[src/inc/async_comm_interface_adapter_regs.vh]
// Register codes, field positions, reset values and bit timing counts
`ifndef ASYNC_COMM_INTERFACE_ADAPTER_REGS_VH
`define ASYNC_COMM_INTERFACE_ADAPTER_REGS_VH
// Register-select codes {register_pick_high, register_pick_low}
`define RSEL_DATA         2'h0
`define RSEL_STATUS_RESET 2'h1
`define RSEL_MODE         2'h2
`define RSEL_SETUP        2'h3
// line_and_event_flags bit positions
`define ST_PARITY    0
`define ST_FRAMING   1
`define ST_OVERRUN   2
`define ST_RX_FULL   3
`define ST_TX_EMPTY  4
`define ST_CARRIER   5
`define ST_SET_READY 6
`define ST_IRQ       7
// mode_and_interrupt_setup fields
`define CMD_READY    0
`define CMD_RX_IRQ_OFF 1
`define CMD_TXC_LO   2
`define CMD_ECHO     4
`define CMD_PAR_EN   5
`define CMD_PAR_LO   6
`define TXC_IRQ_ON   2'h1
`define TXC_BREAK    2'h3
// rate_and_format_setup fields
`define CTL_RATE_LO  0
`define CTL_RX_INT   4
`define CTL_WL_LO    5
`define CTL_STOP     7
`define WL_FIVE      2'h3
`define WL_EIGHT     2'h0
// Reset values
`define MODE_RESET   8'h00
`define SETUP_RESET  8'h00
`define PROG_RESET_MASK 8'hE0
// Timing in 16x clock ticks
`define TICKS_BIT    6'h10
`define TICKS_HALF   6'h08
`define TICKS_STOP15 6'h18
`define TICKS_STOP2  6'h20
// Default half-period of the baud generator per rate-code step, in mclk
`define BAUD_UNIT_DEF 12'h008
`endif

[src/rtl/async_comm_interface_adapter.v]
// Asynchronous serial adapter: bus registers, transmitter, receiver, modem
`timescale 1ns/1ns
`default_nettype none
`include "async_comm_interface_adapter_regs.vh"
module async_comm_interface_adapter #(
	parameter [11:0] BAUD_UNIT = `BAUD_UNIT_DEF
) (
	input  wire       mclk,
	input  wire       srst,
	input  wire       power_on_clear_n,
	input  wire       phase2,
	input  wire       select_active_high,
	input  wire       select_active_low,
	input  wire       register_pick_low,
	input  wire       register_pick_high,
	input  wire       read_not_write,
	input  wire [7:0] data_in,
	output reg  [7:0] data_out,
	output wire       data_oe,
	output wire       irq_out,
	output wire       irq_oe,
	input  wire       ext_clock,
	input  wire       receiver_16x_clock_pin_in,
	output reg        receiver_16x_clock_pin_out,
	output wire       receiver_16x_clock_pin_oe,
	output reg        txd,
	input  wire       rxd,
	input  wire       clear_to_send_n,
	input  wire       carrier_detect_n,
	input  wire       set_ready_n,
	output reg        request_to_send_n,
	output reg        terminal_ready_n
);

	localparam [2:0] S_IDLE = 3'h0;
	localparam [2:0] S_START = 3'h1;
	localparam [2:0] S_DATA = 3'h2;
	localparam [2:0] S_PAR = 3'h3;
	localparam [2:0] S_STOP = 3'h4;
	localparam [2:0] S_BREAK = 3'h5;
	localparam [2:0] S_MARK = 3'h6;

	// Keeps the bits of a character that the word length uses
	function [7:0] len_mask;
		input [1:0] wl;
		begin
			len_mask = 8'hFF >> wl;
		end
	endfunction

	function par_bit;
		input [7:0] d;
		input [1:0] wl;
		input [1:0] pm;
		reg         x;
		begin
			x = ^(d & len_mask(wl));
			case (pm)
				2'h0: par_bit = ~x;
				2'h1: par_bit = x;
				2'h2: par_bit = 1'b1;
				default: par_bit = 1'b0;
			endcase
		end
	endfunction

	wire rst = srst | ~power_on_clear_n;

	reg  [7:0] mode_q;
	reg  [7:0] setup_q;
	reg  [7:0] tx_hold_q;
	reg  [7:0] rx_hold_q;
	reg        pe_q, fe_q, ovr_q, rx_full_q, tx_empty_q;
	reg        dcd_q, dsr_q, irq_q, frozen_q, modem_irq_q;

	wire       ready = mode_q[`CMD_READY];
	wire [1:0] txc = mode_q[`CMD_TXC_LO+1:`CMD_TXC_LO];
	wire       echo = mode_q[`CMD_ECHO];
	wire       par_en = mode_q[`CMD_PAR_EN];
	wire [1:0] par_mode = mode_q[`CMD_PAR_LO+1:`CMD_PAR_LO];
	wire [3:0] rate = setup_q[`CTL_RATE_LO+3:`CTL_RATE_LO];
	wire [1:0] wl = setup_q[`CTL_WL_LO+1:`CTL_WL_LO];
	wire [2:0] last_bit = 3'h7 - {1'b0, wl};

	////////////////////////////////////////////////////////////////////////
	// Bus access: qualifiers held while phase 2 is high, acted on at its end

	reg        ph2_q, sel_q, rnw_q;
	reg  [1:0] rs_q;
	reg  [7:0] din_q;
	wire       sel = select_active_high & ~select_active_low;
	wire [1:0] rs = {register_pick_high, register_pick_low};
	wire       bus_end = ph2_q & ~phase2 & sel_q;
	wire       wr_end = bus_end & ~rnw_q;
	wire       rd_end = bus_end & rnw_q;
	wire       wr_tx = wr_end & (rs_q == `RSEL_DATA);
	wire       wr_prog = wr_end & (rs_q == `RSEL_STATUS_RESET);
	wire       rd_rx = rd_end & (rs_q == `RSEL_DATA);
	wire       rd_stat = rd_end & (rs_q == `RSEL_STATUS_RESET);

	// Bus output enable follows the pins so the bus is freed at once
	assign data_oe = sel & read_not_write & phase2;

	wire [7:0] status = {irq_q, dsr_q, dcd_q, tx_empty_q, rx_full_q,
		ovr_q, fe_q, pe_q};

	always @(posedge mclk)
	begin
		ph2_q <= phase2;
		if (phase2)
		begin
			sel_q <= sel;
			rnw_q <= read_not_write;
			rs_q <= rs;
			din_q <= data_in;
		end
		// Write data is taken late in phase 2, once it has settled
		case (rs)
			`RSEL_DATA: data_out <= rx_hold_q;
			`RSEL_STATUS_RESET: data_out <= status;
			`RSEL_MODE: data_out <= mode_q;
			default: data_out <= setup_q;
		endcase
		if (rst)
		begin
			ph2_q <= 1'b0;
			sel_q <= 1'b0;
			rnw_q <= 1'b1;
			rs_q <= 2'h0;
			din_q <= 8'h00;
			data_out <= 8'h00;
		end
	end

	always @(posedge mclk)
	begin
		if (rst)
		begin
			mode_q <= `MODE_RESET;
			setup_q <= `SETUP_RESET;
			tx_hold_q <= 8'h00;
		end
		else if (wr_end)
		begin
			case (rs_q)
				`RSEL_DATA: tx_hold_q <= din_q;
				`RSEL_STATUS_RESET: mode_q <= mode_q & `PROG_RESET_MASK;
				`RSEL_MODE: mode_q <= din_q;
				default: setup_q <= din_q;
			endcase
		end
	end

	////////////////////////////////////////////////////////////////////////
	// Baud generator and 16x ticks

	reg  [15:0] baud_cnt_q;
	reg         ext_q, rxc_q;
	wire [15:0] half_w = {12'h000, rate} * {4'h0, BAUD_UNIT};
	wire        gen_edge = (baud_cnt_q == 16'h0000);
	wire        tx_tick = (rate == 4'h0) ? (ext_clock & ~ext_q) :
		(gen_edge & ~receiver_16x_clock_pin_out);
	wire        rx_tick = setup_q[`CTL_RX_INT] ? tx_tick :
		(receiver_16x_clock_pin_in & ~rxc_q);

	assign receiver_16x_clock_pin_oe = setup_q[`CTL_RX_INT];

	always @(posedge mclk)
	begin
		ext_q <= ext_clock;
		rxc_q <= receiver_16x_clock_pin_in;
		if (rst)
		begin
			baud_cnt_q <= 16'h0000;
			receiver_16x_clock_pin_out <= 1'b0;
			ext_q <= 1'b0;
			rxc_q <= 1'b0;
		end
		else if (rate == 4'h0)
		begin
			baud_cnt_q <= 16'h0000;
			receiver_16x_clock_pin_out <= ext_clock;
		end
		else if (gen_edge)
		begin
			baud_cnt_q <= half_w - 16'h0001;
			receiver_16x_clock_pin_out <= ~receiver_16x_clock_pin_out;
		end
		else
			baud_cnt_q <= baud_cnt_q - 16'h0001;
	end

	////////////////////////////////////////////////////////////////////////
	// Transmitter

	reg  [2:0] tx_st_q;
	reg  [5:0] tx_cnt_q;
	reg  [2:0] tx_bit_q;
	reg  [7:0] tx_sh_q;
	reg        tx_par_q, tx_line_q;
	reg  [5:0] stop_ticks;
	wire       tx_go = ready & ~clear_to_send_n;
	wire       tx_load = tx_tick & (tx_st_q == S_IDLE) & tx_go & ~tx_empty_q;

	always @*
	begin
		if (!setup_q[`CTL_STOP])
			stop_ticks = `TICKS_BIT;
		else if (wl == `WL_FIVE && !par_en)
			stop_ticks = `TICKS_STOP15;
		else if (wl == `WL_EIGHT && par_en)
			stop_ticks = `TICKS_BIT;
		else
			stop_ticks = `TICKS_STOP2;
	end

	always @(posedge mclk)
	begin
		if (rst)
		begin
			tx_st_q <= S_IDLE;
			tx_cnt_q <= 6'h00;
			tx_bit_q <= 3'h0;
			tx_sh_q <= 8'h00;
			tx_par_q <= 1'b0;
			tx_line_q <= 1'b1;
		end
		else if (tx_tick)
		begin
			tx_cnt_q <= tx_cnt_q - 6'h01;
			case (tx_st_q)
				S_IDLE:
				begin
					tx_line_q <= 1'b1;
					if (tx_load)
					begin
						tx_sh_q <= tx_hold_q & len_mask(wl);
						tx_par_q <= par_bit(tx_hold_q, wl, par_mode);
						tx_line_q <= 1'b0;
						tx_cnt_q <= `TICKS_BIT - 6'h01;
						tx_st_q <= S_START;
					end
					else if (txc == `TXC_BREAK && tx_go)
					begin
						tx_line_q <= 1'b0;
						tx_st_q <= S_BREAK;
					end
				end
				S_START:
					if (tx_cnt_q == 6'h00)
					begin
						tx_line_q <= tx_sh_q[0];
						tx_bit_q <= 3'h0;
						tx_cnt_q <= `TICKS_BIT - 6'h01;
						tx_st_q <= S_DATA;
					end
				S_DATA:
					if (tx_cnt_q == 6'h00)
					begin
						tx_cnt_q <= `TICKS_BIT - 6'h01;
						if (tx_bit_q != last_bit)
						begin
							tx_sh_q <= tx_sh_q >> 1;
							tx_line_q <= tx_sh_q[1];
							tx_bit_q <= tx_bit_q + 3'h1;
						end
						else if (par_en)
						begin
							tx_line_q <= tx_par_q;
							tx_st_q <= S_PAR;
						end
						else
						begin
							tx_line_q <= 1'b1;
							tx_cnt_q <= stop_ticks - 6'h01;
							tx_st_q <= S_STOP;
						end
					end
				S_PAR:
					if (tx_cnt_q == 6'h00)
					begin
						tx_line_q <= 1'b1;
						tx_cnt_q <= stop_ticks - 6'h01;
						tx_st_q <= S_STOP;
					end
				S_STOP:
					if (tx_cnt_q == 6'h00)
						tx_st_q <= S_IDLE;
				S_BREAK:
					// Leaving break sends one stop bit first
					if (txc != `TXC_BREAK)
					begin
						tx_line_q <= 1'b1;
						tx_cnt_q <= `TICKS_BIT - 6'h01;
						tx_st_q <= S_STOP;
					end
				default: tx_st_q <= S_IDLE;
			endcase
		end
	end

	////////////////////////////////////////////////////////////////////////
	// Receiver and echo delay line

	reg  [2:0] rx_st_q;
	reg  [5:0] rx_cnt_q;
	reg  [2:0] rx_bit_q;
	reg  [7:0] rx_sh_q;
	reg        rx_par_q;
	reg  [7:0] echo_q;
	wire [7:0] rx_word = rx_sh_q >> wl;
	wire       rx_done = rx_tick & (rx_st_q == S_STOP) & (rx_cnt_q == 6'h00);
	wire       rx_pe = par_en & ~par_mode[1] &
		(rx_par_q != par_bit(rx_word, wl, par_mode));

	always @(posedge mclk)
	begin
		if (rst)
		begin
			rx_st_q <= S_IDLE;
			rx_cnt_q <= 6'h00;
			rx_bit_q <= 3'h0;
			rx_sh_q <= 8'h00;
			rx_par_q <= 1'b0;
			echo_q <= 8'hFF;
		end
		else if (rx_st_q == S_MARK)
		begin
			// A break line ends reception until mark returns
			if (rxd)
				rx_st_q <= S_IDLE;
		end
		else if (rx_tick)
		begin
			echo_q <= {echo_q[6:0], rxd};
			rx_cnt_q <= rx_cnt_q - 6'h01;
			case (rx_st_q)
				S_IDLE:
					// A character in progress completes even if disabled
					if (ready && !rxd)
					begin
						rx_cnt_q <= `TICKS_HALF - 6'h01;
						rx_st_q <= S_START;
					end
				S_START:
					if (rx_cnt_q == 6'h00)
					begin
						rx_cnt_q <= `TICKS_BIT - 6'h01;
						rx_bit_q <= 3'h0;
						rx_st_q <= rxd ? S_IDLE : S_DATA;
					end
				S_DATA:
					if (rx_cnt_q == 6'h00)
					begin
						rx_sh_q <= {rxd, rx_sh_q[7:1]};
						rx_bit_q <= rx_bit_q + 3'h1;
						rx_cnt_q <= `TICKS_BIT - 6'h01;
						if (rx_bit_q == last_bit)
							rx_st_q <= par_en ? S_PAR : S_STOP;
					end
				S_PAR:
					if (rx_cnt_q == 6'h00)
					begin
						rx_par_q <= rxd;
						rx_cnt_q <= `TICKS_BIT - 6'h01;
						rx_st_q <= S_STOP;
					end
				S_STOP:
					if (rx_cnt_q == 6'h00)
						rx_st_q <= rxd ? S_IDLE : S_MARK;
				default: rx_st_q <= S_IDLE;
			endcase
		end
	end

	////////////////////////////////////////////////////////////////////////
	// Status, modem lines and interrupt

	wire rx_irq_en = ready & ~mode_q[`CMD_RX_IRQ_OFF];
	wire tx_irq_en = ready & (txc == `TXC_IRQ_ON) & ~echo;
	wire rx_store = rx_done & ~rx_full_q;
	wire modem_diff = (dcd_q != carrier_detect_n) | (dsr_q != set_ready_n);
	wire modem_evt = ~frozen_q & modem_diff & ready;
	// Parity, framing and overrun do not appear here
	wire irq_set = (rx_done & rx_irq_en) | (tx_load & tx_irq_en) |
		modem_evt;

	assign irq_out = 1'b0;
	assign irq_oe = irq_q;

	always @(posedge mclk)
	begin
		if (rst)
		begin
			rx_hold_q <= 8'h00;
			pe_q <= 1'b0;
			fe_q <= 1'b0;
			ovr_q <= 1'b0;
			rx_full_q <= 1'b0;
			tx_empty_q <= 1'b1;
			dcd_q <= carrier_detect_n;
			dsr_q <= set_ready_n;
			frozen_q <= 1'b0;
			modem_irq_q <= 1'b0;
			irq_q <= 1'b0;
		end
		else
		begin
			if (rx_store)
			begin
				rx_hold_q <= rx_word;
				pe_q <= rx_pe;
				fe_q <= ~rxd;
			end
			if (rx_store)
				rx_full_q <= 1'b1;
			else if (rd_rx)
				rx_full_q <= 1'b0;
			if (rx_done & rx_full_q)
				ovr_q <= 1'b1;
			else if (rd_rx | wr_prog)
				ovr_q <= 1'b0;
			if (tx_load)
				tx_empty_q <= 1'b1;
			else if (wr_tx)
				tx_empty_q <= 1'b0;
			// Modem bits track freely while disabled or after a status read
			if (!frozen_q)
			begin
				dcd_q <= carrier_detect_n;
				dsr_q <= set_ready_n;
			end
			if (modem_evt)
				frozen_q <= 1'b1;
			else if (rd_stat | ~ready)
				frozen_q <= 1'b0;
			if (modem_evt)
				modem_irq_q <= 1'b1;
			else if (rd_stat | wr_prog)
				modem_irq_q <= 1'b0;
			if (irq_set)
				irq_q <= 1'b1;
			else if (rd_stat | (wr_prog & modem_irq_q))
				irq_q <= 1'b0;
		end
	end

	////////////////////////////////////////////////////////////////////////
	// Modem outputs and serial line

	always @(posedge mclk)
	begin
		if (rst)
		begin
			txd <= 1'b1;
			request_to_send_n <= 1'b1;
			terminal_ready_n <= 1'b1;
		end
		else
		begin
			terminal_ready_n <= ~ready;
			request_to_send_n <= (txc == 2'h0) & ~echo;
			if (clear_to_send_n || !ready)
				txd <= 1'b1;
			else if (echo)
				txd <= echo_q[7];
			else
				txd <= tx_line_q;
		end
	end

endmodule // async_comm_interface_adapter
`default_nettype wire

[config.mk]
export PLATFORM = sky130hd
export DESIGN_NAME = async_comm_interface_adapter
export DESIGN_NICKNAME = d
export VERILOG_FILES = /design/src/rtl/async_comm_interface_adapter.v
export VERILOG_INCLUDE_DIRS = /design/src /design/src/inc
export SDC_FILE = /design/constraint.sdc
export NUM_CORES = 1
export LEC_CHECK = 0
export BUFFER_PORTS_ARGS = -buffer_cell sky130_fd_sc_hd__clkbuf_2
export CAP_MARGIN = 20
export CELL_PAD_IN_SITES_DETAIL_PLACEMENT = 1
export CELL_PAD_IN_SITES_GLOBAL_PLACEMENT = 1
export CORE_MARGIN = 5
export CORE_UTILIZATION = 50
export CTS_CLUSTER_SIZE = 25
export DETAILED_ROUTE_END_ITERATION = 8
export GPL_TIMING_DRIVEN = 0
export PLACE_DENSITY_LB_ADDON = 0.1
export SYNTH_ARGS = -nofsm -noshare
export SYNTH_HDL_FRONTEND = slang
export SYNTH_SLANG_ARGS = --single-unit
[constraint.sdc]
create_clock -name mclk -period 6.07 [get_ports mclk]
set_clock_uncertainty 0.1 [all_clocks]
set_input_delay 0.3035 -clock mclk [delete_from_list [all_inputs] [get_ports mclk]]
set_output_delay 0.3035 -clock mclk [all_outputs]
set_load 0.1 [all_outputs]
Word-level counts from Yosys, hierarchy flattened
Index checks and enable logic that the tools add are counted.

Output and inout port bits: 16. Flip-flop bits (word level): 136. Bits of input ports: 23. Logic and storage cells: 289.

Shift-type cells: 2. Reduce and logical (&&, ||, !) cells: 52. Add/subtract/negate cells: 8. Bitwise gates (word level): 64. Equal/unequal tests: 44. Mux-type cells: 79.

Operators with widths (count): $mux 6 (12); $mux 3 (23); $and 1x1->1 (33); $pmux 8 s2 (2); $pmux 6 s5 (1); $mux 1 (27); $ne 2x2->1 const B (13); $mux 8 (3); $pmux 8 s3 (1); $reduce_bool 2->1 (11); $not 1->1 (21); $pmux 3 s6 (1); $sub 6x1->6 const B (3); $and 8x8->8 (2); $logic_not 16->1 (1); $mux 16 (1); $reduce_and 8->1 (2); $reduce_xor 8->1 (2); $sub 16x1->16 const B (1); $ne 3x3->1 const B (5); $pmux 3 s5 (1); $reduce_and 5->1 (3); $eq 3x2->1 const B (4); $eq 3x3->1 const B (4); other kinds (33) (72).

Depth between registers and ports, before layout
Depth in word-level cells: 10. Gate-level depth with buffers: 9. Mapped depth without buffers: 8.

Worst setup path after synthesis
Ideal clock, no wire load.

Path kind: input-to-output. From: in phase2. To: out data_oe. Path buffers: 2. Setup slack: 2.356 ns. Cell stages on the path: 4. Data required time: 5.667 ns. Data arrival time: 3.311 ns. Cells stage by stage: clkbuf_1 > buf_1 > nand2_1 > nor3b_1.

Cells in the longest elaborated chain, start to end: 1.

Ends and longest elaborated chain: start, declared (RTL line async_comm_interface_adapter.v:11) `input wire phase2,`; $and 1x1->1 (RTL line async_comm_interface_adapter.v:102) `assign data_oe = sel & read_not_write & phase2;`; end, declared (RTL line async_comm_interface_adapter.v:19) `output wire data_oe,`.

No other way between the ends.

Final worst setup path
From: reg setup_q[1]. To: reg tx_sh_q[7].

Cells in the longest elaborated chain, start to end: 7.

Ends and longest elaborated chain: start, declared (RTL line async_comm_interface_adapter.v:70) `reg [7:0] setup_q;`; start signal, assigned (RTL line async_comm_interface_adapter.v:140) `` setup_q <= `SETUP_RESET; ``; start signal, assigned (RTL line async_comm_interface_adapter.v:149) `default: setup_q <= din_q;`; $logic_not 4->1 (*) (RTL line async_comm_interface_adapter.v:161) `wire tx_tick = (rate == 4'h0) ? (ext_clock & ~ext_q) :`; $mux 1 (*) (RTL line async_comm_interface_adapter.v:161); $and 1x1->1 (3 in series) (RTL line async_comm_interface_adapter.v:203) `wire tx_load = tx_tick & (tx_st_q == S_IDLE) & tx_go & ~tx_empty_q;`; $ne 2x2->1 (no line); $reduce_and 5->1 (no line) (*); end signal, assigned (RTL line async_comm_interface_adapter.v:237) `tx_sh_q <= tx_hold_q & len_mask(wl);`; end signal, assigned (RTL line async_comm_interface_adapter.v:263) `tx_sh_q <= tx_sh_q >> 1;`; end, declared (RTL line async_comm_interface_adapter.v:199) `reg [7:0] tx_sh_q;`.

Every way passes the cells marked *; elsewhere a longest branch is shown, timed or not. A chain may end at the register's enable or synchronous reset.

==> metrics.csv <==
metric;value;unit
status;finished clean;
core_area;13300;sq um
setup_viol;0;
layout.nets;868;
grt_use_met3;6.09;%
drv_slew;0;
worst_hold_slack;14.2;ps
worst_slack;2810;ps
grt_max_degree;17;
clk_latency;430;ps
die_h;127;um
cts_hold_buf;3;
drive_above_1_share;12.4;%
synth-main-ff-cell;dfxtp_1;
critical_path.max_fanout;8;
drc;0;
cts-htree-levels;4;
cap_violations;0;
vias;6258;
critPathLaunchType;flop;
die_w;127;um
yosys-top-cells-area;dfxtp_1 39%, mux2i_1 6.1%, nand2_1 4.4%;
fmax;307;MHz
antenna_found_initial;0;
cts_setup_buffers;0;
finalSetupTns;0;ps
grt_pass1_vias;6609;
p_clk_share;51.6;%
cts_resized;0;
grt_setup_unrepaired;no;
cts_buffer_depth;2;
switching_share;23.3;%
p_int;1.65;mW
diodes;0;
dp_slack;2890;ps
synthXorXnorAreaFrac;5.30;%
avgViaCountPerCell;6.14;
grt_use_met1;34.0;%
synth_warnings;0;
synth_cells;777;
synth_fa_ha_area_share;2.37;%
grt-busiest-layer;met2;
cts_buffers;17;
syn_area;6870;sq um
worst_ep_required_time;6250;ps
vdd_drop_max;0.180;mV
critical_path_class;reg -> reg;
fp-row-count;42;
io_pins;39;
cts_tree;done;
slew_headroom;37.9;%
power.leakage;3.09;nW
seq_power_share;42.4;%
synth-seq-area-share;39.9;%
start_util;51.5;%
use_met2;47.5;%
synth_most_common_cell;dfxtp_1;
synth_seq_cells;136;
synthMuxAreaShare;11.2;%
syn_nets;813;
layout_min_cycle_time;3260;ps
wl_per_cell;21.3;um
grt_usage;27.8;%
dpl.hpwl;15500;um
synthArstFlopShare;0;%
grt_pass1_wl;35300;um
cts_root_buffer;clkbuf_16;
power_per_cell_area;272;nW/um^2
p_comb_share;6.0;%
cts_sinks;136;
ys_types;74;
hp-class;in -> reg;
firstDrtPassIters;5;
netlist.area_leader.share;39.1;%
period_share;53.7;%
synthTopCellsByCount;134 x dfxtp_1, 80 x nand2_1, 70 x nor2_1, 54 x a21oi_1, 44 x nand3_1;
die-area;16200;sq um
drt_iter0_markers;456;
gp_congestion;0.938;
avgSynthCellArea;8.84;sq um
tightest_slew;932;ps
grt.overflow.total;0;
synth_compound_area_share;14.2;%
totalWireLength;21800;um
synth-edff-count;2;
synth_top_family_by_area;simple AND/OR/NAND/NOR gates;
p_switching;501;uW
synth_area_leader_cell;dfxtp_1;
worstPathArrival;3440;ps
drt.antenna.violating_nets;0;
synth_simple_gate_area_share;22.8;%
clk_pin_slew;60;ps
area_growth_syn_to_layout;15.2;%
port_buffers;33;
hold_violations;0;
worst_setup_path_end_kind;flop;
## layer usage
metal  vias to the layer above  wire, um
li1                       2887         -
met1                      3122      9260
met2                       182     10800
met3                        67       979
met4                         0       760
met5                         -         0
## sequential cells by signal (all words and copies together) (netlist names), 6 cells and up
signal      count
din_q           8
tx_cnt_q        6
tx_hold_q       8
data_out        8
rx_hold_q       8
rx_cnt_q        6
mode_q          8
echo_q          8
tx_sh_q         8
rx_sh_q         8
setup_q         8
baud_cnt_q     16
## power groups by stage
stage	sequential (mW)	combinational, mW	clock (mW)
2_1_floorplan	0.934	0.0815	0
3_3_place_gp	0.932	0.121	0
3_5_place_dp	0.933	0.126	0
4_1_cts	0.913	0.129	1.12
5_1_grt	0.915	0.141	1.17
6_report	0.914	0.130	1.11
## area by class of cell
| cell class | instances | area [sq um] |
|---|---|---|
| well taps | 176 | 220 |
| inverters | 20 | 75.1 |
| clock inverters | 12 | 174 |
| clock buffers | 19 | 453 |
| fillers | 1615 | 5440 |
| plain buffers | 49 | 210 |
| flip-flops and latches | 136 | 2740 |
| multi-input cells | 572 | 3840 |
| repair buffers | 36 | 195 |
## cells by family (layout without fill, tap and decap cells)
group	Yosys count	count (layout)
DFF	136	136
muxes	61	61
other	1	1
adders and majority gates	13	13
and+or+nand+nor	307	307
buffers and inverters	69	136
xor gates and xnor gates	40	40
AOI/OAI and AO/OA	150	150
## worst paths after layout
| check | startpoint | end | slack (ps) | depth (start not counted) |
|---|---|---|---|---|
| worst min-delay path | data_in[1] | din_q[1] | 10 | 3 |
| worst min register to register | tx_hold_q[5] | tx_hold_q[5] | 360 | 2 |
| worst max register to register | setup_q[1] | tx_sh_q[7] | 2810 | 8 |
| worst max-delay path | setup_q[1] | tx_sh_q[7] | 2810 | 8 |
## worst max-delay path, cell delays in order, from the launching register on
cell and delay (ps):
dfxtp_1 390, inv_1 90, ha_1 170, or3b_1 450, or3b_2 550, o21ai_1 380
nand3_1 570, a32oi_1 360, nor2_1 60
## per-stage QoR
step,instance area (sq um),utilization [%],power [mW],instances
after detailed placement,7250,54.3,1.06,986
after floorplan,6870,-,1.02,777
final,7910,59.3,2.15,1020
after CTS,7910,59.3,2.16,1020
after global routing,7910,59.3,2.22,1020
after global placement,7250,54.3,1.05,986
## cells in the final DEF, fill, tap and decap left out, types with 5 or more instances in the layout
| master | count |
|---|---|
| nor4_1 | 5 |
| nand3b_1 | 5 |
| nand2b_1 | 16 |
| nor3_1 | 15 |
| o31ai_1 | 7 |
| clkbuf_2 | 33 |
| nor2_1 | 70 |
| and3_1 | 7 |
| nor3b_1 | 6 |
| mux2i_1 | 42 |
| inv_1 | 20 |
| mux4_2 | 12 |
| clkbuf_1 | 39 |
| nand4_1 | 10 |
| nand2_1 | 80 |
| xor2_1 | 16 |
| a21o_1 | 5 |
| clkbuf_16 | 17 |
| or3_1 | 7 |
| xnor2_1 | 23 |
| nand3_1 | 44 |
| ha_1 | 13 |
| nor2b_1 | 9 |
| mux2_2 | 7 |
| and2_1 | 13 |
| a211oi_1 | 9 |
| dfxtp_1 | 134 |
| o21ai_0 | 28 |
| a21oi_1 | 54 |
No activity file was read; power rests on OpenSTA's default activity.
